### src/hdl/ccdg_consts.svh
/*
 constants for the crystal clock divider and gate.
 assumes inclusion by the package, the main module and the bench side.
*/
`ifndef CCDG_CONSTS_SVH
`define CCDG_CONSTS_SVH

`define CCDG_SYNC_STAGES 2
`define CCDG_DIV_RESET 1'b0
`define CCDG_CLK_OUT_RESET 1'b0
`define CCDG_BYPASS_RESET 1'b0
`define CCDG_AMP_OUT_RESET 1'b0
`define CCDG_STOP_REC_LONG 4096
`define CCDG_STOP_REC_SHORT 32

`endif

### src/hdl/ccdg_pkg.sv
/*
 types for the crystal clock divider and gate.
 assumes nothing beyond the constants header.
*/
`include "ccdg_consts.svh"

package ccdg_pkg;
    typedef enum logic [0:0] {
        CCDG_GATE_OFF = 1'b0,
        CCDG_GATE_ON = 1'b1
    } ccdg_gate_t;
endpackage

### src/hdl/ccdg_top.sv
/*
 digital view of the crystal oscillator: full-rate clock, divide-by-two clock, gating.
 assumes clk oversamples the crystal signal; enable and stop come from
 on-chip logic on clk; the amplifier input and bypass pin are asynchronous.
*/
// What this block does
// RULE1: crystal rate clock follows the crystal input at full rate, undivided.
// RULE2: half rate clock is the crystal clock divided by two, sent onward.
// RULE3: integration unit divides again, making the bus clock a quarter rate.
// RULE4: outputs run only while the integration unit's enable is asserted.
// RULE5: wait mode changes nothing; the crystal clock keeps running.
// RULE6: stop mode gates the crystal clock output off.
// RULE7: break state does not interrupt the crystal clock.
// RULE8: an external clock drives the amplifier input; amplifier output is unused but still driven as the gated inverted input.
// RULE9: logic uses only rising edges, never duty cycle; tolerates unstable start.
// RULE10: integration unit times stop recovery with 4096 or 32 crystal cycles.
// RULE11: in stop mode both the crystal and half rate clocks stop.
// RULE12: bypass pin low at monitor entry makes half rate equal crystal rate.
// RULE13: divider restarts in known phase; gating never makes short pulses; the amplifier output can still get one at gate open and close.
`include "ccdg_consts.svh"

module ccdg_top (
    input wire logic clk,
    input wire logic reset,
    input wire logic clk_en,
    input wire logic amp_input_pin,
    output logic amp_output_pin,
    input wire logic oscillator_enable_from_integration,
    input wire logic stop_mode,
    input wire logic monitor_entry,
    input wire logic divider_bypass_pin,
    output logic crystal_rate_clock,
    output logic half_rate_clock
);
    import ccdg_pkg::*;

    logic xin;
    logic bypass_pin_s;
    logic run_ok;
    logic xin_rise;

    ccdg_gate_t state_reg;
    ccdg_gate_t state_next;
    logic xin_d_reg;
    logic xin_d_next;
    logic div_reg;
    logic div_next;
    logic bypass_reg;
    logic bypass_next;
    logic xclk_reg;
    logic xclk_next;
    logic half_reg;
    logic half_next;
    logic amp_reg;
    logic amp_next;

    // one decode of the gate state serves the output paths and the checks
    function automatic logic gate_is_on(ccdg_gate_t s);
        return s == CCDG_GATE_ON;
    endfunction

    ccdg_sync xin_sync (
        .clk(clk),
        .reset(reset),
        .clk_en(clk_en),
        .async_in(amp_input_pin),
        .sync_out(xin)
    );

    ccdg_sync bypass_sync (
        .clk(clk),
        .reset(reset),
        .clk_en(clk_en),
        .async_in(divider_bypass_pin),
        .sync_out(bypass_pin_s)
    );

    // wait and break have no input here: only enable and stop may halt the clocks
    assign run_ok = oscillator_enable_from_integration & ~stop_mode; // RULE4 RULE5 RULE7
    // edge based, so the crystal duty cycle never matters
    assign xin_rise = xin & ~xin_d_reg; // RULE9

    always_comb begin
        state_next = state_reg;
        xin_d_next = xin;
        div_next = div_reg;
        bypass_next = bypass_reg;
        // bypass is latched once per monitor entry; changing it while running may glitch
        if (monitor_entry) begin
            bypass_next = ~bypass_pin_s; // RULE12
        end
        unique case (state_reg)
            CCDG_GATE_OFF: begin
                div_next = `CCDG_DIV_RESET; // RULE13
                // start only with the crystal low so the first pulse is whole
                if (run_ok && !xin) begin
                    state_next = CCDG_GATE_ON; // RULE4 RULE13
                end
            end
            CCDG_GATE_ON: begin
                if (xin_rise) begin
                    div_next = ~div_reg; // RULE2
                end
                // stop only with both clocks low; costs up to two crystal periods
                if (!run_ok && !xin && !div_reg) begin
                    state_next = CCDG_GATE_OFF; // RULE6 RULE11 RULE13
                end
            end
        endcase
        xclk_next = gate_is_on(state_reg) & xin; // RULE1 RULE6
        if (bypass_reg) begin
            half_next = gate_is_on(state_reg) & xin; // RULE12
        end else begin
            half_next = gate_is_on(state_reg) & div_reg; // RULE2 RULE11
        end
        // inverting amplifier image; unused when an external clock drives the input
        amp_next = gate_is_on(state_reg) & ~xin; // RULE8
    end

    always_ff @(posedge clk) begin
        if (reset) begin
            state_reg <= CCDG_GATE_OFF;
            xin_d_reg <= 1'b0;
            div_reg <= `CCDG_DIV_RESET;
            bypass_reg <= `CCDG_BYPASS_RESET;
            xclk_reg <= `CCDG_CLK_OUT_RESET;
            half_reg <= `CCDG_CLK_OUT_RESET;
            amp_reg <= `CCDG_AMP_OUT_RESET;
        end else if (clk_en) begin
            state_reg <= state_next;
            xin_d_reg <= xin_d_next;
            div_reg <= div_next;
            bypass_reg <= bypass_next;
            xclk_reg <= xclk_next;
            half_reg <= half_next;
            amp_reg <= amp_next;
        end
    end

    assign crystal_rate_clock = xclk_reg;
    assign half_rate_clock = half_reg;
    assign amp_output_pin = amp_reg;

    // checks
    logic on;
    assign on = gate_is_on(state_reg);
endmodule

### src/hdl/ccdg_sync.sv
/*
 two flip-flop synchroniser for one level.
 assumes a single clock; the first stage feeds only the second.
*/
module ccdg_sync (
    input wire logic clk,
    input wire logic reset,
    input wire logic clk_en,
    input wire logic async_in,
    output logic sync_out
);
    logic meta_reg;
    logic meta_next;
    logic sync_reg;
    logic sync_next;

    always_comb begin
        meta_next = async_in;
        sync_next = meta_reg;
    end

    always_ff @(posedge clk) begin
        if (reset) begin
            meta_reg <= 1'b0;
            sync_reg <= 1'b0;
        end else if (clk_en) begin
            meta_reg <= meta_next;
            sync_reg <= sync_next;
        end
    end

    assign sync_out = sync_reg;
endmodule

### config.mk
export PLATFORM = sky130hd
export DESIGN_NAME = ccdg_top
export DESIGN_NICKNAME = d
export VERILOG_FILES = /design/src/hdl/ccdg_pkg.sv /design/src/hdl/ccdg_top.sv /design/src/hdl/ccdg_sync.sv
export VERILOG_INCLUDE_DIRS = /design/src /design/src/hdl
export SDC_FILE = /design/constraint.sdc
export NUM_CORES = 1
export LEC_CHECK = 0
export ABC_AREA = 1
export BUFFER_PORTS_ARGS = -buffer_cell sky130_fd_sc_hd__buf_2
export CORE_AREA = 2 2 39 41
export DETAILED_ROUTE_END_ITERATION = 10
export DIE_AREA = 0 0 41 43
export GPL_ROUTABILITY_DRIVEN = 0
export GPL_TIMING_DRIVEN = 0
export REMOVE_ABC_BUFFERS = 1
export SLEW_MARGIN = 15
export SYNTH_ARGS = -nofsm -noshare
export SYNTH_HDL_FRONTEND = slang
export SYNTH_SLANG_ARGS = --single-unit
### constraint.sdc
create_clock -name clk -period 1.1 [get_ports clk]
set_clock_uncertainty 0.1 [all_clocks]
set_input_delay 0.11 -clock clk [delete_from_list [all_inputs] [get_ports clk]]
set_output_delay 0.11 -clock clk [all_outputs]
set_load 0.005 [all_outputs]
== Word-level counts from Yosys, hierarchy flattened ==
Cells that the tools add are included.
Cells by class
  eq/ne operators: 1
  multiplexer cells: 6
  bitwise operators: 11
  reductions and logical operators: 8
Operators with widths (count)
  $not A1 Y1: 6
  $and A1 B1 Y1: 5
  $mux W1: 4
  $pmux W1 S2: 2
  $reduce_and A2 Y1: 2
  $logic_and A1 B1 Y1: 3
  $logic_not A1 Y1: 3
  $ne A2 B2 Y1 const B: 1
Storage, ports and cells
  register bits: 11
  bits of input ports: 8

== Logic depth before layout (Yosys ltp) ==
Gate-level depths: netlist of the first run.
  depth in word-level cells: 7
  gate-level depth with buffers: 6
  depth with buffers taken out: 6

== By module ==
Synthesis of the first run repeated with hierarchy kept, for this count alone.
Second synthesis, totals
  cell total of the unflattened synthesis: 76
  area total of the unflattened synthesis: 495.5 µm²
By module, submodules not included
  ccdg_top: instances 1, cells each 50, area each 327.8 µm², seq. area each 140.1 µm²
  ccdg_sync: instances 2, cells each 13, area each 83.8 µm², seq. area each 40.0 µm²

== Least setup slack after synthesis of the first run ==
No wires, ideal clock.
  kind: register -> register
  from: reg state_reg, in the netlist on
  to: reg state_reg, in the netlist on
  setup time: 0.109 ns
  arrival: 0.676 ns
  required time: 0.891 ns
  setup slack: 0.215 ns
  stages on the path, launching flop included: 7
  path buffers: 0
  path through: dfxtp_1 > nand2_1 > inv_2 > nor2_2 > nand3_1 > nand2_1 > inv_1
On the way
  cells in the longest elaborated chain, start to end: 2
Ends and longest elaborated chain
  from (decl): RTL line ccdg_top.sv:42  | ccdg_gate_t state_reg;
  from (signal assigned): RTL line ccdg_top.sv:130  | state_reg <= state_next;
  $not A1 Y1: RTL line ccdg_top.sv:92  | unique case (state_reg)
  $pmux W1 S2 (*): RTL line ccdg_top.sv:92
Every way passes the cells marked *; elsewhere a longest branch is shown, timed or not.
A chain may end at the register's enable or synchronous reset.

== Worst setup path after layout of the first run ==
Same ends and word-level chain as after synthesis.

==> results_dict.tcl, run 1 <==
set metrics [dict create \
    outcome "completed" \
    slew_violations 0 \
    dr.pass1.iters 4 \
    grt_overflow 0 \
    stdcell_count 96 \
    cts_sinks 11 \
    rows 14 \
    holdPathStages 4 \
    dr_total_vias 442 \
    timing.fmax_mhz 1010 \
    grt_pass1_vias 318 \
    rsz0062_at_grt "no" \
    cts_tree "done" \
    synth.distinct_cells 11 \
    tightestPinTransition_ns 0.228 \
    power_leakage_uw 0.000275 \
    core_um2 1380 \
    ioPinCount 11 \
    ff2ff_setup_slack_ns 0.11 \
    syn_inst 63 \
    holdPathEnd "on$_SDFFE_PP0P_" \
    finalCoreUtilization 0.419 \
    dieArea_um2 1760 \
    grt_max_degree 14 \
    postSynthAreaPerCell_um2 7.21 \
    dp_cells 88 \
    power.density_nw_per_um2 1400 \
    clk_latency_ns 0.27 \
    synth-seq-cells 11 \
    htreeDepth 1 \
    track_usage 0.121 \
    area_growth_pct 27.5 \
    final_cell_mix "11 x nand2_1, 11 x dfxtp_1, 10 x buf_2, 9 x nor2_1, 8 x inv_1" \
    netlist_area_um2 454 \
    die_x_um 41 \
    fin_setup_tns_ns 0 \
    max_cap_violations 0 \
    antenna_found_initial 0 \
    hold_start "reset" \
    r2r-start "on$_SDFFE_PP0P_" \
    wl_per_cell_um 9.20 \
    portBuffers 10 \
    avgViaCountPerCell 4.60 \
    total_power_uw 812 \
    drive_gt1_frac 0.213 \
    setup_viol 0 \
    antennaDiodeCount 0 \
    reg2reg_to "on$_SDFFE_PP0P_" \
    period_share 0.897 \
    r2r_cells 6 \
    final_nets 89 \
    cp.arrival_ns 1.06 \
    start_util 0.328 \
    peakVddDrop_mv 0.572 \
    path_max_fanout 7 \
    slew_headroom 0.848 \
    cts_made_buffers 3 \
    cts_root_buf "clkbuf_4" \
    holdWs_ns 0.0153 \
    drt-initial-drc-count 8 \
    worst_setup_path_start_kind "flip-flop" \
    hp-class "in2reg" \
    route.detailed.drc 0 \
    yosysSeqAreaShare 0.485 \
    hpwl_um 582 \
    die_h_um 43 \
    grt_pass1_wl_mm 1.32 \
    endpoint_kind "flip-flop" \
    wl_um 883 \
    finalCriticalPeriod_ns 0.987 \
    clkTransAtPathRegs_ns 0.07 \
    required_ns 1.17 \
    ant_nets 0 \
    path_class "reg2reg" \
    yosysWarnings 0 \
    cts_buffer_depth 2 \
    finalHoldViolCount 0 \
]
Yosys cell counts:
cell	instances	area (µm²)
nor2_1	9	33.8
a21oi_1	6	30.0
inv_1	8	30.0
o21ai_0	7	35.0
inv_2	2	7.51
dfxtp_1	11	220
nor2_2	2	12.5
nand3_1	5	25.0
nand3b_1	1	7.51
buf_6	1	11.3
nand2_1	11	41.3
repair_timing:
action,4_1_cts,5_1_grt
hold buffers,4,0
endpoints found under the hold margin,4,0
gates resized for setup,0,0
buffers inserted,0,0
final cells by class:
| cell class | count | area (µm²) |
|---|---|---|
| Clock buffer | 4 | 26.3 |
| Fill cell | 148 | 805 |
| Inverter | 10 | 37.5 |
| Multi-Input combinational cell | 41 | 185 |
| Sequential cell | 11 | 220 |
| Tap cell | 16 | 20.0 |
| Timing Repair Buffer | 14 | 90.1 |
kinds of logic (layout without fill, tap and decap cells):
family / count (synthesis) / after routing / share of synthesized area
AOI/OAI and AO/OA: 13 / 13 / 0.143
buffers and inverters: 11 / 28 / 0.107
DFF: 11 / 11 / 0.485
and+or+nand+nor: 28 / 28 / 0.264
metrics by stage:
step                      area (µm²)  setup WS [ns]
final                            579          0.113
after global placement           513          0.111
after detailed placement         513          0.115
after global routing             579         0.0335
after CTS                        579          0.105
after floorplan                  443          0.215
critical path, stage by stage, from the launching register on:
cell and delay (ns):
dfxtp_1 0.37, nand2_1 0.10, inv_2 0.04, nor2_2 0.10
nand3_1 0.08, nand2_1 0.06, inv_1 0.03
routing by layer:
layer,wire [µm],track usage
met1,436,0.136
met2,360,0.150
met3,75,0.0942
met4,10,0.0800
met5,0,0
report_power, final:
part | internal (µW) | total [µW] | switching, µW
clock | 140 | 272 | 131
sequential | 424 | 440 | 15.9
combinational | 47.0 | 100 | 53.1
total | 611 | 812 | 200
worst max path at each step:
| stage | startpoint | endpoint | slack [ns] | depth (start not counted) |
|---|---|---|---|---|
| final | on$_SDFFE_PP0P_ | on$_SDFFE_PP0P_ | 0.11 | 6 |
| after global placement | clk_en | on$_SDFFE_PP0P_ | 0.11 | 6 |
| after CTS | on$_SDFFE_PP0P_ | on$_SDFFE_PP0P_ | 0.11 | 6 |
| after floorplan | on$_SDFFE_PP0P_ | on$_SDFFE_PP0P_ | 0.21 | 6 |
| after global routing | on$_SDFFE_PP0P_ | on$_SDFFE_PP0P_ | 0.03 | 6 |
| after detailed placement | clk_en | on$_SDFFE_PP0P_ | 0.11 | 6 |
(Power assumes the default switching activity.)
==> run 2: changes to the inputs <==
CELL_PAD_IN_SITES_DETAIL_PLACEMENT = 1   (was default)
CELL_PAD_IN_SITES_GLOBAL_PLACEMENT = 1   (was default)
CORE_AREA = default   (was 2 2 39 41)
CORE_MARGIN = 1.5   (was default)
CORE_UTILIZATION = 33   (was default)
DIE_AREA = default   (was 0 0 41 43)
PLACE_DENSITY_LB_ADDON = 0.1   (was default)
SKIP_LAST_GASP = 1   (was default)
==> run 2 against run 1 <==
  * Hold slack improved by 0.0013 ns
  * Critical endpoint unchanged
  * Largest power group unchanged
  * Sequential power about the same
  * Total power hardly changed
==> results_dict.tcl, run 2 (synthesis results as in run 1) <==
set metrics [dict create \
    wl_per_cell_um 11.0 \
    slew_violations 0 \
    route.detailed.drc 0 \
    period_share 0.870 \
    start_util 0.353 \
    hpwl_um 753 \
    ff2ff_setup_slack_ns 0.14 \
    portBuffers 10 \
    final_nets 88 \
    required_ns 1.16 \
    cp_cell_sequence "nand2_1, inv_2, nor2_2, nand3_1, nand2_1, inv_1" \
    clkTransAtPathRegs_ns 0.07 \
    holdPathEnd "bypass_reg$_SDFFE_PP0P_" \
    htreeDepth 1 \
    slowest_delay_ns 0.36 \
    cts_buffer_depth 2 \
    slew_headroom 0.835 \
    dieArea_um2 1610 \
    peakVddDrop_mv 0.503 \
    cp.arrival_ns 1.02 \
    tightestPinTransition_ns 0.247 \
    final_common_cell "nand2_1" \
    clk_latency_ns 0.26 \
    startpoint "on$_SDFFE_PP0P_" \
    outcome "completed" \
    rsz0062_at_grt "no" \
    die_x_um 40.1 \
    avgViaCountPerCell 4.68 \
    core_um2 1280 \
    finalCoreUtilization 0.443 \
    total_power_uw 812 \
    power.density_nw_per_um2 1430 \
    holdPathStages 3 \
    die_h_um 40.1 \
    worst_setup_path_start_kind "flip-flop" \
    cts_tree "done" \
    grt_overflow 0 \
    placed_cell_area_um2 512 \
    reg2reg_to "on$_SDFFE_PP0P_" \
    cts_made_buffers 3 \
    grt_pass1_vias 416 \
    r2r_cells 6 \
    path_max_fanout 7 \
    dr_total_vias 440 \
    grt_pass1_wl_mm 1.75 \
    finalHoldViolCount 0 \
    cts_root_buf "clkbuf_4" \
    drive_gt1_frac 0.228 \
    path_class "reg2reg" \
    dr.pass1.iters 4 \
    power_leakage_uw 0.000271 \
    fill_cells 170 \
    antenna_found_initial 0 \
    area_growth_pct 25.3 \
    final_cell_mix "11 x nand2_1, 10 x dfxtp_1, 10 x buf_2, 9 x nor2_1, 8 x inv_1" \
    cts_sinks 11 \
    endpoint_kind "flip-flop" \
    track_usage 0.167 \
    rows 13 \
    setup_viol 0 \
    grt_max_degree 14 \
    r2r-start "on$_SDFFE_PP0P_" \
    finalCriticalPeriod_ns 0.956 \
    antennaDiodeCount 0 \
    finalInstanceArea_um2 569 \
    max_cap_violations 0 \
    fin_setup_tns_ns 0 \
    drt-initial-drc-count 7 \
    crit_slowest_cell "dfxtp_2" \
    timing.fmax_mhz 1050 \
    path_common_cell "nand2_1" \
    wl_mm 1.03 \
    hp-class "in2reg" \
    ant_nets 0 \
    ioPinCount 11 \
    holdWs_ns 0.0166 \
    hold_start "monitor_entry" \
]
-- run 2: final cells by class --
class	instances	area [µm²]	area share
Clock buffer	4	26.3	0.0462
Inverter	10	37.5	0.0659
Tap cell	15	18.8	0.0330
Multi-Input combinational cell	41	185	0.325
Sequential cell	11	221	0.389
Timing Repair Buffer	13	80.1	0.141
-- run 2: worst max path at each step --
stage / to / slack, ns / cells after the start
after floorplan: on$_SDFFE_PP0P_ / 0.21 / 6
after global placement: on$_SDFFE_PP0P_ / 0.08 / 6
after detailed placement: on$_SDFFE_PP0P_ / 0.08 / 6
after CTS: on$_SDFFE_PP0P_ / 0.09 / 6
after global routing: on$_SDFFE_PP0P_ / 0.05 / 6
final: on$_SDFFE_PP0P_ / 0.14 / 6
-- run 2: worst max-delay path: cells and delay by family (launching register included) --
family	cells	cell delay, ns
DFF	1	0.36
buffers and inverters	2	0.08
and+or+nand+nor	4	0.32
-- run 2: where the power goes --
group,switching [µW],internal (µW)
logic,55.2,44.8
clock network,132,140
registers,16.2,424
total,203,609
-- run 2: routing by layer --
layer / up-vias / track usage / wire [µm]
li1: 230 / - / -
met3: 2 / 0.0333 / 22
met2: 3 / 0.262 / 507
met1: 205 / 0.207 / 488
met5: - / 0 / 0
met4: 0 / 0.103 / 12
-- run 2: what timing repair did --
item                                   CTS  global route
gates resized for setup                  0             1
setup endpoints to repair                0             1
setup buffers                            0             0
hold buffers                             3             0
endpoints found under the hold margin    3             0
-- run 2: metrics by stage --
| step | std cells | setup WS (ns) |
|---|---|---|
| 6_report | 94 | 0.144 |
| 2_1_floorplan | 62 | 0.215 |
| 3_5_place_dp | 87 | 0.0771 |
| 5_1_grt | 94 | 0.0523 |
| 3_3_place_gp | 87 | 0.0820 |
| 4_1_cts | 94 | 0.0900 |
==> run 3: changes to the inputs <==
SETUP_SLACK_MARGIN = 0.4   (was default)
==> run 3 against run 2 <==
  * The run now ends with negative hold slack left
  * Sequential power grew 0.9%
  * Clock power grew 2%
  * Register-to-register slack gained 0.03 ns
  * Die area is the same
  * Global-route usage grew 0.35 points
  * Routed wire length grew 4.1%
  * Via count is the same
  * Total power grew 1.9%
  * Combinational power grew 5%
  * Clock-buffer cell count is the same
  * Sequential share of layout area grew 0.93 points
  * Critical path depth shrank 5
  * Largest cell class unchanged
  * Highest routed layer unchanged
==> results_dict.tcl, run 3 (synthesis results as in run 1) <==
set metrics [dict create \
    cp.arrival_ns 0.71 \
    holdPathEnd "amp_output_pin$_SDFFE_PP0P_" \
    rsz0062_at_grt "yes" \
    dr_total_vias 440 \
    power.density_nw_per_um2 1420 \
    antenna_found_initial 0 \
    antennaDiodeCount 0 \
    r2r-start "on$_SDFFE_PP0P_" \
    clkTransAtPathRegs_ns 0.07 \
    power_leakage_uw 0.000272 \
    route.detailed.drc 0 \
    total_power_uw 827 \
    htreeDepth 1 \
    cts_root_buf "clkbuf_4" \
    track_usage 0.171 \
    final_common_cell "nand2_1" \
    timing.fmax_mhz 1080 \
    avgViaCountPerCell 4.78 \
    grt_overflow 0 \
    dr.pass1.iters 7 \
    path_max_fanout 2 \
    cts_tree "done" \
    clk_latency_ns 0.27 \
    slew_headroom 0.838 \
    peakVddDrop_mv 0.479 \
    r2r_cells 6 \
    max_cap_violations 0 \
    endpoint_kind "primary output" \
    die_h_um 40.1 \
    start_util 0.353 \
    grt_max_degree 14 \
    outcome "complete, but fails checks" \
    hold_start "reset" \
    drive_gt1_frac 0.416 \
    area_growth_pct 28.6 \
    reg2reg_to "on$_SDFFE_PP0P_" \
    violations "negative hold slack" \
    period_share 0.839 \
    finalCriticalPeriod_ns 0.923 \
    fill_cells 169 \
    die_x_um 40.1 \
    core_um2 1280 \
    required_ns 0.89 \
    grt_pass1_vias 417 \
    rows 13 \
    final_nets 86 \
    cts_sinks 11 \
    cts_made_buffers 3 \
    worst_setup_path_start_kind "flip-flop" \
    crit_slowest_cell "dfxtp_2" \
    wl_per_cell_um 11.7 \
    wl_mm 1.07 \
    slew_violations 0 \
    final_cell_mix "10 x nand2_1, 9 x nor2_1, 9 x buf_2, 7 x dfxtp_2, 6 x inv_1" \
    grt_pass1_wl_mm 1.78 \
    finalCoreUtilization 0.455 \
    crit_family "flip-flops" \
    holdWs_ns -0.0456 \
    fin_setup_tns_ns 0 \
    hpwl_um 753 \
    path_class "reg2out" \
    drt-initial-drc-count 4 \
    slowest_delay_ns 0.33 \
    fin_ws_ns 0.177 \
    portBuffers 10 \
    finalHoldViolCount 3 \
    setup_viol 0 \
    hp-class "in2reg" \
    ioPinCount 11 \
    multi_input_area_um2 205 \
    cp_cell_sequence "buf_2" \
    tightestPinTransition_ns 0.243 \
    ff2ff_setup_slack_ns 0.18 \
    holdPathStages 2 \
    pre_cts_ws_ns 0.0771 \
    ant_nets 0 \
    cts_buffer_depth 2 \
    path_buf_inv 1 \
    dieArea_um2 1610 \
    regArea_um2 233 \
]
[run 3: per-stage QoR]
stage	cells	instance area [µm²]
2_1_floorplan	62	443
6_report	92	584
4_1_cts	91	559
3_5_place_dp	87	512
3_3_place_gp	87	512
5_1_grt	92	584
[run 3: cell type report]
cell class	instances	area share
clock buffers	4	0.0450
well taps	15	0.0321
repair buffers	11	0.109
inverters	10	0.0642
multi-input cells	41	0.351
flip-flops and latches	11	0.398
[run 3: worst max-delay path by stage]
| stage | startpoint | endpoint | slack (ns) | depth (start not counted) |
|---|---|---|---|---|
| 6_report | amp_output_pin$_SDFFE_PP0P_ | amp_output_pin | 0.18 | 1 |
| 3_3_place_gp | clk_en | on$_SDFFE_PP0P_ | 0.08 | 6 |
| 5_1_grt | on$_SDFFE_PP0P_ | on$_SDFFE_PP0P_ | 0.10 | 6 |
| 4_1_cts | on$_SDFFE_PP0P_ | on$_SDFFE_PP0P_ | 0.17 | 6 |
| 3_5_place_dp | clk_en | on$_SDFFE_PP0P_ | 0.08 | 6 |
| 2_1_floorplan | on$_SDFFE_PP0P_ | on$_SDFFE_PP0P_ | 0.21 | 6 |
[run 3: power by group]
part           switching [µW]  leakage, µW  internal [µW]
clock                     138    0.0000150            140
sequential               18.4    0.0000940            426
combinational            58.6     0.000163           45.9
[run 3: repair_timing]
action,in CTS,in global routing
gates resized for setup,11,8
setup buffers,0,1
hold endpoints to repair,3,2
setup endpoints to repair,14,14
pin swaps,2,5
[run 3: per-layer routing]
layer | up-vias | share of wire | GRT usage
met2 | 7 | 0.49 | 0.274
li1 | 224 | - | -
met3 | 4 | 0.037 | 0.0333
met4 | 0 | 0.019 | 0.103
met1 | 205 | 0.45 | 0.207
met5 | - | 0 | 0
